## config.mk

```make
export PLATFORM = sky130hd
export DESIGN_NAME = lfa_bus_align
export DESIGN_NICKNAME = d
export VERILOG_FILES = /design/src/verilog/lfa_bus_align.v /design/src/verilog/lfa_fifo_mem.v /design/src/verilog/lfa_sync2.v
export VERILOG_INCLUDE_DIRS = /design/src /design/src/verilog
export SDC_FILE = /design/constraint.sdc
export NUM_CORES = 2
export LEC_CHECK = 0
export ABC_AREA = 0
export BUFFER_PORTS_ARGS = -buffer_cell sky130_fd_sc_hd__buf_2
export CAP_MARGIN = 15
export CORE_ASPECT_RATIO = 0.5
export CORE_MARGIN = 5
export CORE_UTILIZATION = 55
export CTS_CLUSTER_DIAMETER = 30
export DETAILED_ROUTE_END_ITERATION = 16
export GPL_TIMING_DRIVEN = 0
export PLACE_DENSITY = 0.81
export SYNTH_ARGS = -nofsm -noshare
export SYNTH_HDL_FRONTEND = slang
export SYNTH_SLANG_ARGS = --single-unit
```

## constraint.sdc

```tcl
create_clock -name sys_clk -period 4.4 [get_ports sys_clk]
set_input_delay 0.88 -clock sys_clk [delete_from_list [all_inputs] [get_ports sys_clk]]
set_output_delay 0.88 -clock sys_clk [all_outputs]
set_load 0.02 [all_outputs]
```

## src/verilog/lfa_defines.vh

```
`ifndef LFA_DEFINES_VH
`define LFA_DEFINES_VH

`define LFA_LANES 12
`define LFA_BUSES 4
`define LFA_DEPTH 16
`define LFA_PTR_W 4
`define LFA_DLY_W 5

`define LFA_MODE_TWO_BANKS 2'h0
`define LFA_MODE_ONE_BANK 2'h1
`define LFA_MODE_FOUR_BANKS 2'h2

`define LFA_MASK_0_31 5'h1F
`define LFA_MASK_0_15 5'h0F
`define LFA_MASK_0_7 5'h07

`define LFA_OFF_CTRL 6'h00
`define LFA_OFF_DELAY 6'h04
`define LFA_OFF_STATUS 6'h08
`define LFA_OFF_RB0 6'h10
`define LFA_OFF_RB1 6'h14
`define LFA_OFF_RB2 6'h18
`define LFA_OFF_RB3 6'h1C

`define LFA_CTRL_MODE_LO 0
`define LFA_CTRL_DCM_BIT 2
`define LFA_CTRL_LSBSTB_BIT 3
`define LFA_CTRL_BUSEN_LO 4
`define LFA_CTRL_WIDTH_LO 8

`define LFA_RST_MODE 2'h0
`define LFA_RST_DCM 1'b0
`define LFA_RST_LSBSTB 1'b0
`define LFA_RST_BUSEN 4'hF
`define LFA_RST_WIDTH 4'hC
`define LFA_RST_DELAY 5'h00

`define LFA_STAT_ALIGNED_BIT 8

`endif

```

## src/verilog/lfa_bus_align.v

```verilog
`timescale 1ns/1ps
`include "lfa_defines.vh"
module lfa_bus_align #(
  parameter LANES = `LFA_LANES,
  parameter DEPTH = `LFA_DEPTH
) (
  input wire sys_clk,
  input wire sys_rst,
  input wire avs_read,
  input wire avs_write,
  input wire [5:0] avs_address,
  input wire [3:0] avs_byteenable,
  input wire [31:0] avs_writedata,
  output reg [31:0] avs_readdata,
  output wire avs_waitrequest,
  input wire busAFwdClock,
  input wire busBFwdClock,
  input wire busCFwdClock,
  input wire busDFwdClock,
  input wire busAStrobe,
  input wire busBStrobe,
  input wire busCStrobe,
  input wire busDStrobe,
  input wire [LANES-1:0] busADataLanes,
  input wire [LANES-1:0] busBDataLanes,
  input wire [LANES-1:0] busCDataLanes,
  input wire [LANES-1:0] busDDataLanes,
  input wire laneStrobeSelN,
  input wire sampleTick,
  output reg [LANES-1:0] chanAData,
  output reg [LANES-1:0] chanBData,
  output reg chanAValid,
  output reg chanBValid
);
  localparam NB = `LFA_BUSES;
  localparam SYNC_W = NB * LANES + 2 * NB + 1;

  // Software state
  reg [1:0] modeSel_r;
  reg doubleClockEnable_r;
  reg lsbStrobeEn_r;
  reg [3:0] busEnCfg_r;
  reg [3:0] inputWidth_r;
  reg [`LFA_DLY_W-1:0] fifoReadDelay_r;
  reg ack_r;
  reg aligned_r;

  // Read side state
  reg [`LFA_DLY_W-1:0] rdCnt_r;
  reg [1:0] quarterCnt_r;
  reg advD_r;
  reg [1:0] selA_r;
  reg [1:0] selB_r;
  reg dualD_r;

  wire [SYNC_W-1:0] syncIn;
  wire [SYNC_W-1:0] syncOut;
  wire [NB*LANES-1:0] dataS;
  wire [NB-1:0] clkS;
  wire [NB-1:0] dedStrobeS;
  wire selNS;
  wire [1:0] modeEff;
  wire [NB-1:0] busEn;
  wire [`LFA_DLY_W-1:0] rangeMask;
  wire [1:0] shAmt;
  wire laneStrobeMode;
  wire [3:0] lsbIdx;
  wire [LANES-1:0] lsbMask;
  wire [NB-1:0] stbVec;
  wire [NB*`LFA_DLY_W-1:0] rbFlat;
  wire [NB*LANES-1:0] memOut;
  wire [`LFA_DLY_W-1:0] entryW;
  wire alignEvt;
  wire advance;
  wire [1:0] selA;
  wire [1:0] selB;
  wire dualChan;
  wire [`LFA_DLY_W-1:0] alignCnt;

  assign syncIn = {laneStrobeSelN,
                   busDStrobe, busCStrobe, busBStrobe, busAStrobe,
                   busDFwdClock, busCFwdClock, busBFwdClock, busAFwdClock,
                   busDDataLanes, busCDataLanes, busBDataLanes, busADataLanes};

  // Pins come from the forwarded-clock domains, so all pass two flops together
  lfa_sync2 #(
    .WIDTH(SYNC_W)
  ) u_sync (
    .sys_clk(sys_clk),
    .sys_rst(sys_rst),
    .asyncIn(syncIn),
    .syncOut(syncOut)
  );

  assign dataS = syncOut[NB*LANES-1:0];
  assign clkS = syncOut[NB*LANES+NB-1:NB*LANES];
  assign dedStrobeS = syncOut[NB*LANES+2*NB-1:NB*LANES+NB];
  assign selNS = syncOut[SYNC_W-1];

  // Unused mode code behaves as two banks per channel
  assign modeEff = (modeSel_r == `LFA_MODE_ONE_BANK) ? `LFA_MODE_ONE_BANK :
                   (modeSel_r == `LFA_MODE_FOUR_BANKS) ? `LFA_MODE_FOUR_BANKS :
                   `LFA_MODE_TWO_BANKS;

  // Only buses A and C carry data with one bank per channel
  assign busEn = busEnCfg_r & ((modeEff == `LFA_MODE_ONE_BANK) ? 4'h5 : 4'hF);

  // Usable delay settings per mode
  assign rangeMask = (modeEff == `LFA_MODE_FOUR_BANKS) ? `LFA_MASK_0_31 :
                     (modeEff == `LFA_MODE_TWO_BANKS) ?
                       (doubleClockEnable_r ? `LFA_MASK_0_31 : `LFA_MASK_0_15) :
                       (doubleClockEnable_r ? `LFA_MASK_0_15 : `LFA_MASK_0_7);

  // Log2 of buses per channel: sample slot = entry * buses + position
  assign shAmt = (modeEff == `LFA_MODE_FOUR_BANKS) ? 2'h2 :
                 (modeEff == `LFA_MODE_TWO_BANKS) ? 2'h1 : 2'h0;

  assign laneStrobeMode = ~selNS | lsbStrobeEn_r;

  // Width is clamped so the strobe lane never leaves the bus
  assign lsbIdx = (inputWidth_r == 4'h0) ? 4'hB :
                  (inputWidth_r > 4'hC) ? 4'h0 : (4'hC - inputWidth_r);
  assign lsbMask = {{(LANES-1){1'b0}}, 1'b1} << lsbIdx;

  genvar b;
  generate
    for (b = 0; b < NB; b = b + 1) begin : g_bus
      localparam [31:0] POS_I = b;
      localparam [1:0] POS_ALL = POS_I[1:0];
      localparam [1:0] POS_PAIR = {1'b0, POS_I[0]};
      reg clkD_r;
      reg [`LFA_PTR_W-1:0] wrPtr_r;
      reg [`LFA_DLY_W-1:0] readback_r;
      wire rise;
      wire fall;
      wire [LANES-1:0] rawData;
      wire [LANES-1:0] pathData;
      wire strobeBit;
      wire stbEvt;
      wire wrEn;
      wire [`LFA_PTR_W-1:0] wrAddr;
      wire [1:0] posInChan;
      wire [`LFA_DLY_W-1:0] slot;

      assign rise = clkS[b] & ~clkD_r;
      assign fall = ~clkS[b] & clkD_r;
      assign rawData = dataS[b*LANES +: LANES];
      assign strobeBit = laneStrobeMode ? rawData[lsbIdx] : dedStrobeS[b];
      assign stbEvt = rise & strobeBit & busEn[b];
      assign pathData = laneStrobeMode ? (rawData & ~lsbMask) : rawData;
      assign wrEn = (rise | fall) & busEn[b];
      assign wrAddr = stbEvt ? {`LFA_PTR_W{1'b0}} : wrPtr_r;
      assign posInChan = (modeEff == `LFA_MODE_FOUR_BANKS) ? POS_ALL :
                         (modeEff == `LFA_MODE_TWO_BANKS) ? POS_PAIR : 2'h0;
      assign slot = (({1'b0, wrAddr} << shAmt) | {3'h0, posInChan}) & rangeMask;
      assign stbVec[b] = stbEvt;
      assign rbFlat[b*`LFA_DLY_W +: `LFA_DLY_W] = readback_r;

      // DDR capture: both forwarded-clock edges write one word
      always @(posedge sys_clk) begin
        if (sys_rst) begin
          clkD_r <= 1'b0;
          wrPtr_r <= {`LFA_PTR_W{1'b0}};
          readback_r <= {`LFA_DLY_W{1'b0}};
        end else begin
          clkD_r <= clkS[b];
          if (wrEn) begin
            wrPtr_r <= wrAddr + 1'b1;
            // Delay at which this word would be read the moment it lands
            readback_r <= (slot - rdCnt_r) & rangeMask;
          end
        end
      end

      lfa_fifo_mem #(
        .WIDTH(LANES),
        .DEPTH(DEPTH),
        .AW(`LFA_PTR_W)
      ) u_mem (
        .sys_clk(sys_clk),
        .wrEn(wrEn),
        .wrAddr(wrAddr),
        .wrData(pathData),
        .rdAddr(entryW[`LFA_PTR_W-1:0]),
        .rdData(memOut[b*LANES +: LANES])
      );
    end
  endgenerate

  // Single reference strobe for the whole chip
  assign alignEvt = busEn[0] ? stbVec[0] : stbVec[2];
  assign alignCnt = ({`LFA_DLY_W{1'b0}} - fifoReadDelay_r) & rangeMask;

  // Sample rate is one quarter of the tick rate with one bank per channel
  assign advance = sampleTick &
                   ((modeEff != `LFA_MODE_ONE_BANK) || (quarterCnt_r == 2'h3));

  assign entryW = rdCnt_r >> shAmt;

  // Alphabetical bus order; later buses of a channel wait for their turn
  assign selA = (modeEff == `LFA_MODE_FOUR_BANKS) ? rdCnt_r[1:0] :
                (modeEff == `LFA_MODE_TWO_BANKS) ? {1'b0, rdCnt_r[0]} : 2'h0;
  assign selB = (modeEff == `LFA_MODE_TWO_BANKS) ? {1'b1, rdCnt_r[0]} : 2'h2;
  assign dualChan = (modeEff != `LFA_MODE_FOUR_BANKS);

  always @(posedge sys_clk) begin
    if (sys_rst) begin
      rdCnt_r <= {`LFA_DLY_W{1'b0}};
      quarterCnt_r <= 2'h0;
      aligned_r <= 1'b0;
      advD_r <= 1'b0;
      selA_r <= 2'h0;
      selB_r <= 2'h0;
      dualD_r <= 1'b0;
    end else begin
      if (sampleTick) begin
        quarterCnt_r <= quarterCnt_r + 1'b1;
      end
      // Alignment wins over a same-cycle advance
      if (alignEvt) begin
        rdCnt_r <= alignCnt;
        aligned_r <= 1'b1;
      end else if (advance) begin
        rdCnt_r <= (rdCnt_r + 1'b1) & rangeMask;
      end
      advD_r <= advance;
      selA_r <= selA;
      selB_r <= selB;
      dualD_r <= dualChan;
    end
  end

  // Memory output is registered, so the channel word appears two edges after the tick
  always @(posedge sys_clk) begin
    if (sys_rst) begin
      chanAData <= {LANES{1'b0}};
      chanBData <= {LANES{1'b0}};
      chanAValid <= 1'b0;
      chanBValid <= 1'b0;
    end else begin
      chanAValid <= advD_r;
      chanBValid <= advD_r & dualD_r;
      if (advD_r) begin
        chanAData <= memOut[selA_r*LANES +: LANES];
        if (dualD_r) begin
          chanBData <= memOut[selB_r*LANES +: LANES];
        end
      end
    end
  end

  // Avalon-MM slave: one wait state, answer on the second edge
  assign avs_waitrequest = (avs_read | avs_write) & ~ack_r;

  always @(posedge sys_clk) begin
    if (sys_rst) begin
      ack_r <= 1'b0;
      avs_readdata <= 32'h00000000;
      modeSel_r <= `LFA_RST_MODE;
      doubleClockEnable_r <= `LFA_RST_DCM;
      lsbStrobeEn_r <= `LFA_RST_LSBSTB;
      busEnCfg_r <= `LFA_RST_BUSEN;
      inputWidth_r <= `LFA_RST_WIDTH;
      fifoReadDelay_r <= `LFA_RST_DELAY;
    end else begin
      ack_r <= (avs_read | avs_write) & ~ack_r;
      // A write lands only at the edge where waitrequest is seen low
      if (avs_write & ack_r) begin
        if (avs_address == `LFA_OFF_CTRL) begin
          if (avs_byteenable[0]) begin
            modeSel_r <= avs_writedata[`LFA_CTRL_MODE_LO +: 2];
            doubleClockEnable_r <= avs_writedata[`LFA_CTRL_DCM_BIT];
            lsbStrobeEn_r <= avs_writedata[`LFA_CTRL_LSBSTB_BIT];
            busEnCfg_r <= avs_writedata[`LFA_CTRL_BUSEN_LO +: 4];
          end
          if (avs_byteenable[1]) begin
            inputWidth_r <= avs_writedata[`LFA_CTRL_WIDTH_LO +: 4];
          end
        end
        if ((avs_address == `LFA_OFF_DELAY) && avs_byteenable[0]) begin
          fifoReadDelay_r <= avs_writedata[`LFA_DLY_W-1:0];
        end
      end
      if (avs_read & ~ack_r) begin
        case (avs_address)
          `LFA_OFF_CTRL: begin
            avs_readdata <= {20'h00000, inputWidth_r, busEnCfg_r,
                             lsbStrobeEn_r, doubleClockEnable_r, modeSel_r};
          end
          `LFA_OFF_DELAY: begin
            avs_readdata <= {27'h0000000, fifoReadDelay_r};
          end
          `LFA_OFF_STATUS: begin
            avs_readdata <= {23'h000000, aligned_r, 3'h0, rdCnt_r};
          end
          `LFA_OFF_RB0: begin
            avs_readdata <= {27'h0000000, rbFlat[4:0]};
          end
          `LFA_OFF_RB1: begin
            avs_readdata <= {27'h0000000, rbFlat[9:5]};
          end
          `LFA_OFF_RB2: begin
            avs_readdata <= {27'h0000000, rbFlat[14:10]};
          end
          `LFA_OFF_RB3: begin
            avs_readdata <= {27'h0000000, rbFlat[19:15]};
          end
          default: begin
            avs_readdata <= 32'h00000000;
          end
        endcase
      end
    end
  end
endmodule

```

## src/verilog/lfa_fifo_mem.v

```verilog
`timescale 1ns/1ps
module lfa_fifo_mem #(
  parameter WIDTH = 12,
  parameter DEPTH = 16,
  parameter AW = 4
) (
  input wire sys_clk,
  input wire wrEn,
  input wire [AW-1:0] wrAddr,
  input wire [WIDTH-1:0] wrData,
  input wire [AW-1:0] rdAddr,
  output reg [WIDTH-1:0] rdData
);
  reg [WIDTH-1:0] mem [0:DEPTH-1];

  always @(posedge sys_clk) begin
    if (wrEn) begin
      mem[wrAddr] <= wrData;
    end
    rdData <= mem[rdAddr];
  end
endmodule

```

## src/verilog/lfa_sync2.v

```verilog
`timescale 1ns/1ps
module lfa_sync2 #(
  parameter WIDTH = 1
) (
  input wire sys_clk,
  input wire sys_rst,
  input wire [WIDTH-1:0] asyncIn,
  output reg [WIDTH-1:0] syncOut
);
  reg [WIDTH-1:0] meta_r;

  // First stage feeds only the second stage
  always @(posedge sys_clk) begin
    if (sys_rst) begin
      meta_r <= {WIDTH{1'b0}};
      syncOut <= {WIDTH{1'b0}};
    end else begin
      meta_r <= asyncIn;
      syncOut <= meta_r;
    end
  end
endmodule
```

=== Word level (Yosys, flattened, before mapping) ===
Memories as Yosys holds them, arrays and structs flattened. A register that Yosys moved wholly into a read port is not among the register bits.
Cells that the tools add are included.

* Register bits after elaboration: 244
* Bits in writable memories: 768
* Input port bits: 104
* Output and inout port bits: 59
* Word-level logic and storage cells: 195
* Memories kept: 4

* Add/subtract/negate cells: 12
* Multipliers: 2
* Magnitude comparators: 2
* Equal/unequal tests: 13
* Shift operators: 8
* Muxes and demuxes: 48
* Bitwise operators: 61
* Reduce and logical (&&, ||, !) cells: 11

{| class="wikitable"
|+ Memories
! memory !! words !! width !! read ports !! clocked after memory_dff !! wr ports !! RTL line !! text
|-
| g_bus[0].u_mem.mem || 16 || 12 || 1 || 1 || 1 || lfa_fifo_mem.v:14 || <nowiki>reg [WIDTH-1:0] mem [0:DEPTH-1];</nowiki>
|-
| g_bus[1].u_mem.mem || 16 || 12 || 1 || 1 || 1 || lfa_fifo_mem.v:14 ||
|-
| g_bus[2].u_mem.mem || 16 || 12 || 1 || 1 || 1 || lfa_fifo_mem.v:14 ||
|-
| g_bus[3].u_mem.mem || 16 || 12 || 1 || 1 || 1 || lfa_fifo_mem.v:14 ||
|}

{| class="wikitable"
|+ Operators by type and width
! operator !! number
|-
| 48-bit by 7-bit variable part select with 12-bit output || 2
|-
| 12-bit case mux with 7 select lines || 1
|-
| 5-bit AND || 10
|-
| 12-bit AND || 4
|-
| 12-bit two-way mux || 4
|-
| 4-bit two-way mux || 8
|-
| 1-bit AND || 25
|-
| 5-bit two-way mux || 5
|-
| 6-bit by 5-bit equality test with 1-bit output (second input constant) || 4
|-
| 4-bit by 2-bit << shifter with 5-bit output || 4
|-
| 5-bit subtractor || 4
|-
| 1-bit two-way mux || 19
|-
| 4-bit by 1-bit adder with 4-bit output (second input constant) || 4
|-
| 1-bit binary-select mux with 4-bit select || 4
|-
| 5-bit by 2-bit OR with 5-bit output || 3
|-
| 2-bit two-way mux || 7
|-
| 12-bit inverter || 1
|-
| 1-bit by 4-bit << shifter with 12-bit output (first input constant) || 1
|-
| 1-bit inverter || 11
|-
| 2-bit by 2-bit multiplier with 4-bit output (second input constant) || 2
|-
| 2-bit equality test (second input constant) || 3
|-
| 6-bit by 3-bit equality test with 1-bit output (second input constant) || 1
|-
| 6-bit by 4-bit equality test with 1-bit output (second input constant) || 1
|-
| 6-bit logical NOT || 1
|-
| 20 further kinds || 28
|}

=== Longest topological paths before layout ===
* Word-level depth: 14
* Mapped depth: 21

=== Modules after synthesis ===
From an unflattened synthesis, not the netlist that was laid out.

* Cells, all modules: 2464
* Area, all modules: 41105.7 um2

{| class="wikitable"
|+ Modules (own cells, without submodules)
! module !! times used !! cells an instance !! area each (um2) !! seq. area each (um2)
|-
| lfa_fifo_mem || 4 || 329 || 7599.8 || 6005.8
|-
| lfa_bus_align || 1 || 908 || 7633.6 || 2202.1
|-
| lfa_sync2 || 1 || 240 || 3072.9 || 2282.2
|}

=== Worst setup path before layout ===
OpenSTA, ideal clock, no wires.

* Path type: reg2reg
* Start point: register inputWidth_r[0]
* End point: register g_bus[1].readback_r[4]
* Data arrival time: 3.906 ns
* Data required time: 4.283 ns
* Path slack: 0.377 ns
* Cell stages (with the launch flop): 21
* Path buffers: 2
* Period minus slack after synthesis: 4.023 ns
* Path through: dfxtp_1 > buf_2 > inv_1 > ha_1 > nand2b_1 > or3_1 > buf_2 > o221ai_1 > nor3_1 > o211ai_1 > nand2_1 > o31a_1 > ha_1 > fa_1 > inv_1 > a21o_1 > a21oi_1 > xor2_1 > and3_1 > mux2i_1 > nand2_1

* Word-level cells in the longest chain between the ends: 14

{| class="wikitable"
|+ Ends and longest elaborated chain
! element !! RTL line !! text
|-
| start, declared || lfa_bus_align.v:43 || <nowiki>reg [3:0] inputWidth_r;</nowiki>
|-
| start signal, assigned || lfa_bus_align.v:263 || <nowiki>inputWidth_r <= `LFA_RST_WIDTH;</nowiki>
|-
| start signal, assigned || lfa_bus_align.v:277 || <nowiki>inputWidth_r <= avs_writedata[`LFA_CTRL_WIDTH_LO +: 4];</nowiki>
|-
| 4-bit subtractor or 4-bit greater-than comparator (tied branches) || lfa_bus_align.v:122 || <nowiki>(inputWidth_r > 4'hC) ? 4'h0 : (4'hC - inputWidth_r);</nowiki>
|-
| 4-bit two-way mux || lfa_bus_align.v:122 ||
|-
| 4-bit two-way mux (*) || lfa_bus_align.v:121 || <nowiki>assign lsbIdx = (inputWidth_r == 4'h0) ? 4'hB :</nowiki>
|-
| 1-bit binary-select mux with 4-bit select (*) || lfa_bus_align.v:148 || <nowiki>assign strobeBit = laneStrobeMode ? rawData[lsbIdx] : dedStrobeS[b];</nowiki>
|-
| 1-bit two-way mux (not written as such) (*) || lfa_bus_align.v:148 ||
|-
| 1-bit two-way mux (*) || lfa_bus_align.v:148 ||
|-
| 1-bit AND (*) (2 in series) || lfa_bus_align.v:149 || <nowiki>assign stbEvt = rise & strobeBit & busEn[b];</nowiki>
|-
| 4-bit two-way mux (*) || lfa_bus_align.v:152 || <nowiki>assign wrAddr = stbEvt ? {`LFA_PTR_W{1'b0}} : wrPtr_r;</nowiki>
|-
| 4-bit by 2-bit << shifter with 5-bit output (*) || lfa_bus_align.v:155 || <nowiki>assign slot = (({1'b0, wrAddr} << shAmt) | {3'h0, posInChan}) & rangeMask;</nowiki>
|-
| 5-bit by 2-bit OR with 5-bit output (*) || lfa_bus_align.v:155 ||
|-
| 5-bit AND (*) || lfa_bus_align.v:155 ||
|-
| 5-bit subtractor (*) || lfa_bus_align.v:170 || <nowiki>readback_r <= (slot - rdCnt_r) & rangeMask;</nowiki>
|-
| 5-bit AND (*) || lfa_bus_align.v:170 ||
|-
| end signal, assigned || lfa_bus_align.v:164 || <nowiki>readback_r <= {`LFA_DLY_W{1'b0}};</nowiki>
|-
| end signal, assigned || lfa_bus_align.v:170 ||
|-
| end, declared || lfa_bus_align.v:133 || <nowiki>reg [`LFA_DLY_W-1:0] readback_r;</nowiki>
|}

Mark *: on every way between the ends. The rest lies on a longest branch, timed or not. The select of a mux whose other input is x is not followed.
A chain may end at the register's enable or synchronous reset.

=== Worst setup path in the final report ===
* Start point: register modeSel_r[0]
* End point: register g_bus[2].u_mem.rdData[4] (read register of g_bus[2].u_mem.mem)

* Word-level cells in the longest chain between the ends: 7

{| class="wikitable"
|+ Ends and longest elaborated chain
! element !! RTL line !! text
|-
| start, declared || lfa_bus_align.v:39 || <nowiki>reg [1:0] modeSel_r;</nowiki>
|-
| start signal, assigned || lfa_bus_align.v:259 || <nowiki>modeSel_r <= `LFA_RST_MODE;</nowiki>
|-
| start signal, assigned || lfa_bus_align.v:271 || <nowiki>modeSel_r <= avs_writedata[`LFA_CTRL_MODE_LO +: 2];</nowiki>
|-
| 2-bit equality test (no line) || - ||
|-
| 2-bit two-way mux (no line) || - ||
|-
| 2-bit two-way mux (no line) (*) || - ||
|-
| 2-bit logical NOT (no line) || - ||
|-
| 1-bit two-way mux || lfa_bus_align.v:116 || <nowiki>(modeEff == `LFA_MODE_TWO_BANKS) ? 2'h1 : 2'h0;</nowiki>
|-
| 2-bit two-way mux (*) || lfa_bus_align.v:115 || <nowiki>assign shAmt = (modeEff == `LFA_MODE_FOUR_BANKS) ? 2'h2 :</nowiki>
|-
| 5-bit by 2-bit right shift with 4-bit output (*) || lfa_bus_align.v:198 || <nowiki>assign entryW = rdCnt_r >> shAmt;</nowiki>
|-
| end, declared || lfa_fifo_mem.v:12 || <nowiki>output reg [WIDTH-1:0] rdData</nowiki>
|}

Mark *: on every way between the ends. The rest lies on a longest branch, timed or not.

==> impl_results.md <==
* I/O Buffers at 119
* Post-synth ARST share at 0%
* Compound-Gate Fraction of Synth Area at 4.84%
* Post-Synth Simple-Gate Area at 8.82%
* CTS buffer count at 118
* Mean Syn Cell Area at 16.1 sq um
* Post-synth EDFFs at 768
* Worst reg2reg path depth at 12
* Pre-CTS WS at -0.806 ns
* CP max FO at 10
* Main combinational cell family by area after synthesis: multiplexers
* Hold path depth at 2
* Crit share post-route at 105%
* Met2 GRT Util at 46.2%
* Root Buffer: clkbuf_16
* Critical Path Source Type: flop
* Total core area at 0.0749 sq mm
* Status: complete, but fails checks
* Peak supply drop at 0.000343 V
* First-pass GRT wire length at 174000 microns
* RD Place Congestion at 0.954
* Adder-Cell Fraction of Synth Area at 1.49%
* Least-Margin Pin Slew at 1.20 ns
* Distinct cells, synth at 70
* Post-route design area at 0.0481 sq mm
* Fin. max-slew vios at 0
* Violated checks: setup timing
* RSZ-0062 raised after global routing: true
* Routed wire length at 120000 microns
* Clk_skew at 0.0382 ns
* Skew-Pair Late Insertion Delay at 0.70 ns
* Drt first-iter violations at 3922
* Worst Setup Path Type: flop to flop
* Post-route total power at 0.0226 W
* #FFs+latches synth at 1040
* Die height at 204 microns
* Synth warn at 0
* Pleak at 16.7 nW
* Final min period at 4.62 ns
* Final setup vio count at 6
* Full die area at 0.0811 sq mm
* Starting Density at 55.2%
* Largest net degree at the start of global routing at 17
* Post-Place Cells at 3742
* Hold WC Path Type: primary input to flop
* Die Width at 398 microns
* Htree depth at 3
* Max-slew headroom at 20.0%
* Post-DRT Antenna Nets at 0
* XOR/XNOR Fraction of Synth Area at 0.360%
* Number of global-route vias before repair at 26100
* Post-synthesis mux area share at 13.4%
* Clock sink total at 1040
* CTS tree: yes
* M3 GR Usage at 9.13%
* P&R area growth vs syn at 16.3%
* GRT Util Overall at 29.5%
* Power density over the cells at 471 mW/mm^2
* Avg WL per Cell at 30.1 microns
* Final Hold Vio Count at 0
* Global route hottest layer: met2
* F_max at 216 MHz
* Crit path DAT at 5.13 ns
* Global route total overflow at 0
* CTS clk-pin slew, worst paths at 0.07 ns
* Ratio of cells with drive above 1 in the final layout at 23.6%
* Worst hold slack at 0.397 ns
* # nets final at 3017
* Total of max-cap violations at 0
* Seq/Total Area, Yosys at 68.9%
* Initial antenna violation count at 8
* Synth Flop Type: edfxtp_1
* Met1 Use GR at 38.9%
* Post-Layout Cell Count at 3994
* Final HPWL DP at 78000 microns
* Gate Count Post-Synth at 2573
* Vias per Instance at 6.51
* Synthesized area at 0.0414 sq mm
* CP endpoint kind: flop
* PnR worst setup slack at -0.220 ns
* Num ports at 163
* DRC viols at 0
* TritonRoute pass-1 iters at 8
* Req. time, crit path at 4.91 ns
* Core Rows at 71
* Placed inst area at 0.0434 sq mm
* Vias at 26000
* Bufs on Longest Clock Path at 3
==> final cells by class <==
type                    instances  area, sq um
diodes                          2         5.00
clock inverters                80          915
clock buffers                 144         3280
well taps                    1022         1280
plain buffers                 166          791
fillers                      4867        26800
multi-input cells            1345        12300
inverters                      38          146
repair buffers                157          920
flip-flops and latches       1040        28500
==> metal layers <==
layer | part of all wire (%) | vias up | wire (microns)
met5 | 0.069 | - | 83
met4 | 5.2 | 6 | 6290
met3 | 13 | 465 | 15900
met2 | 46 | 2190 | 55100
met1 | 36 | 12900 | 42900
li1 | - | 10500 | -
==> critical path, cell delays in order, from the launching register on <==
cell,delay [ns]
dfxtp_1,0.52
inv_1,0.08
ha_1,0.20
buf_2,0.19
mux2_2,0.26
nor2_1,0.04
a21oi_1,0.46
buf_2,0.53
clkdlybuf4s15_2,0.62
clkbuf_2,0.47
mux4_2,0.29
nand2_1,0.06
a31oi_1,0.69
==> power by group <==
group          internal (W)  total (W)  leakage, nW  switching, W
combinational      0.000598    0.00142         5.38      0.000820
clock               0.00608     0.0104         2.02       0.00433
sequential           0.0107     0.0108         9.31      0.000152
==> cells in the final DEF (no fill, tap or decap), types with 13 or more instances in the layout <==
cell          n
clkinvlp_4   13
ha_1         42
conb_1       20
a22oi_1      19
and2_1      111
a21oi_1      63
nor3_1       17
o21ai_0      30
edfxtp_1    768
mux4_2      216
mux2i_1      56
clkbuf_1    108
nor2_1       98
nor2b_1     159
buf_2       140
nand2_1     168
a31oi_1      53
inv_1        37
a211oi_1     62
buf_4        53
clkbuf_16   127
dfxtp_1     271
nand3_1      18
inv_6        14
==> worst paths after layout <==
check	endpoint	slack, ns	startpoint
max	g_bus[2].u_mem.rdData[4]	-0.22	modeSel_r[0]
min	u_sync.meta_r[33]	0.40	busCDataLanes[9]
max reg2reg	g_bus[2].u_mem.rdData[4]	-0.22	modeSel_r[0]
min reg2reg	u_sync.syncOut[6]	0.44	u_sync.meta_r[6]
==> state kept, by name, summed over array words and instances, names as in the netlist, 4 cells and up <==
| signal | cells |
|---|---|
| avs_readdata | 12 |
| busEnCfg_r | 4 |
| chanAData | 12 |
| chanBData | 12 |
| fifoReadDelay_r | 5 |
| g_bus.clkD_r | 4 |
| g_bus.readback_r | 20 |
| g_bus.u_mem.mem | 768 |
| g_bus.u_mem.rdData | 48 |
| g_bus.wrPtr_r | 16 |
| inputWidth_r | 4 |
| rdCnt_r | 5 |
| u_sync.meta_r | 57 |
| u_sync.syncOut | 57 |
==> repair_timing <==
action	in CTS	in global routing
hold buffers	0	0
resized for setup	45	39
buffers inserted	8	5
gates cloned	0	0
setup endpoints to repair	811	709
pin swaps	6	8
==> cell families after synthesis <==
family                   count (synthesis)
flip-flops                            1040
buffers and inverters                  207
AO/OA/AOI/OAI                          298
other                                    1
multiplexers                           283
adder cells (fa/ha/maj)                 47
AND/OR/NAND/NOR                        680
XOR/XNOR                                17
==> per-stage QoR <==
stage                     setup TNS (ns)  util (%)
after floorplan                        0         -
after global placement           -267.12      57.8
after detailed placement         -284.77      58.0
after CTS                        -0.0240      63.9
after global routing              -0.152      64.2
final                             -0.405      64.3
==> synthesized netlist by cell type, types with 6 or more instances <==
| cell type | count | area, sq um |
|---|---|---|
| nor4b_1 | 7 | 61.3 |
| nor3_1 | 20 | 100 |
| mux4_2 | 216 | 4860 |
| buf_1 | 13 | 48.8 |
| edfxtp_1 | 768 | 23100 |
| nand2b_1 | 8 | 50.1 |
| a21o_1 | 7 | 52.6 |
| a21oi_1 | 64 | 320 |
| nor2_1 | 103 | 387 |
| ha_1 | 43 | 538 |
| clkbuf_1 | 105 | 394 |
| nor2b_1 | 161 | 1010 |
| nand3_1 | 18 | 90.1 |
| buf_2 | 30 | 150 |
| o21ai_0 | 33 | 165 |
| inv_1 | 38 | 143 |
| mux2_2 | 11 | 124 |
| a211oi_1 | 62 | 465 |
| and4_1 | 14 | 123 |
| nand3b_1 | 9 | 67.6 |
| or2_2 | 7 | 43.8 |
| dfxtp_1 | 272 | 5450 |
| and3_1 | 9 | 56.3 |
| nor3b_1 | 6 | 45.0 |
| and4b_1 | 8 | 80.1 |
| buf_4 | 21 | 158 |
| xnor2_1 | 10 | 87.6 |
| a31oi_1 | 57 | 357 |
| xor2_1 | 7 | 61.3 |
| nand2_1 | 170 | 638 |
| mux2i_1 | 56 | 561 |
| a22oi_1 | 19 | 143 |
| and2_1 | 113 | 707 |
| or3_1 | 8 | 50.1 |
Power figures use the tool's default switching activity.
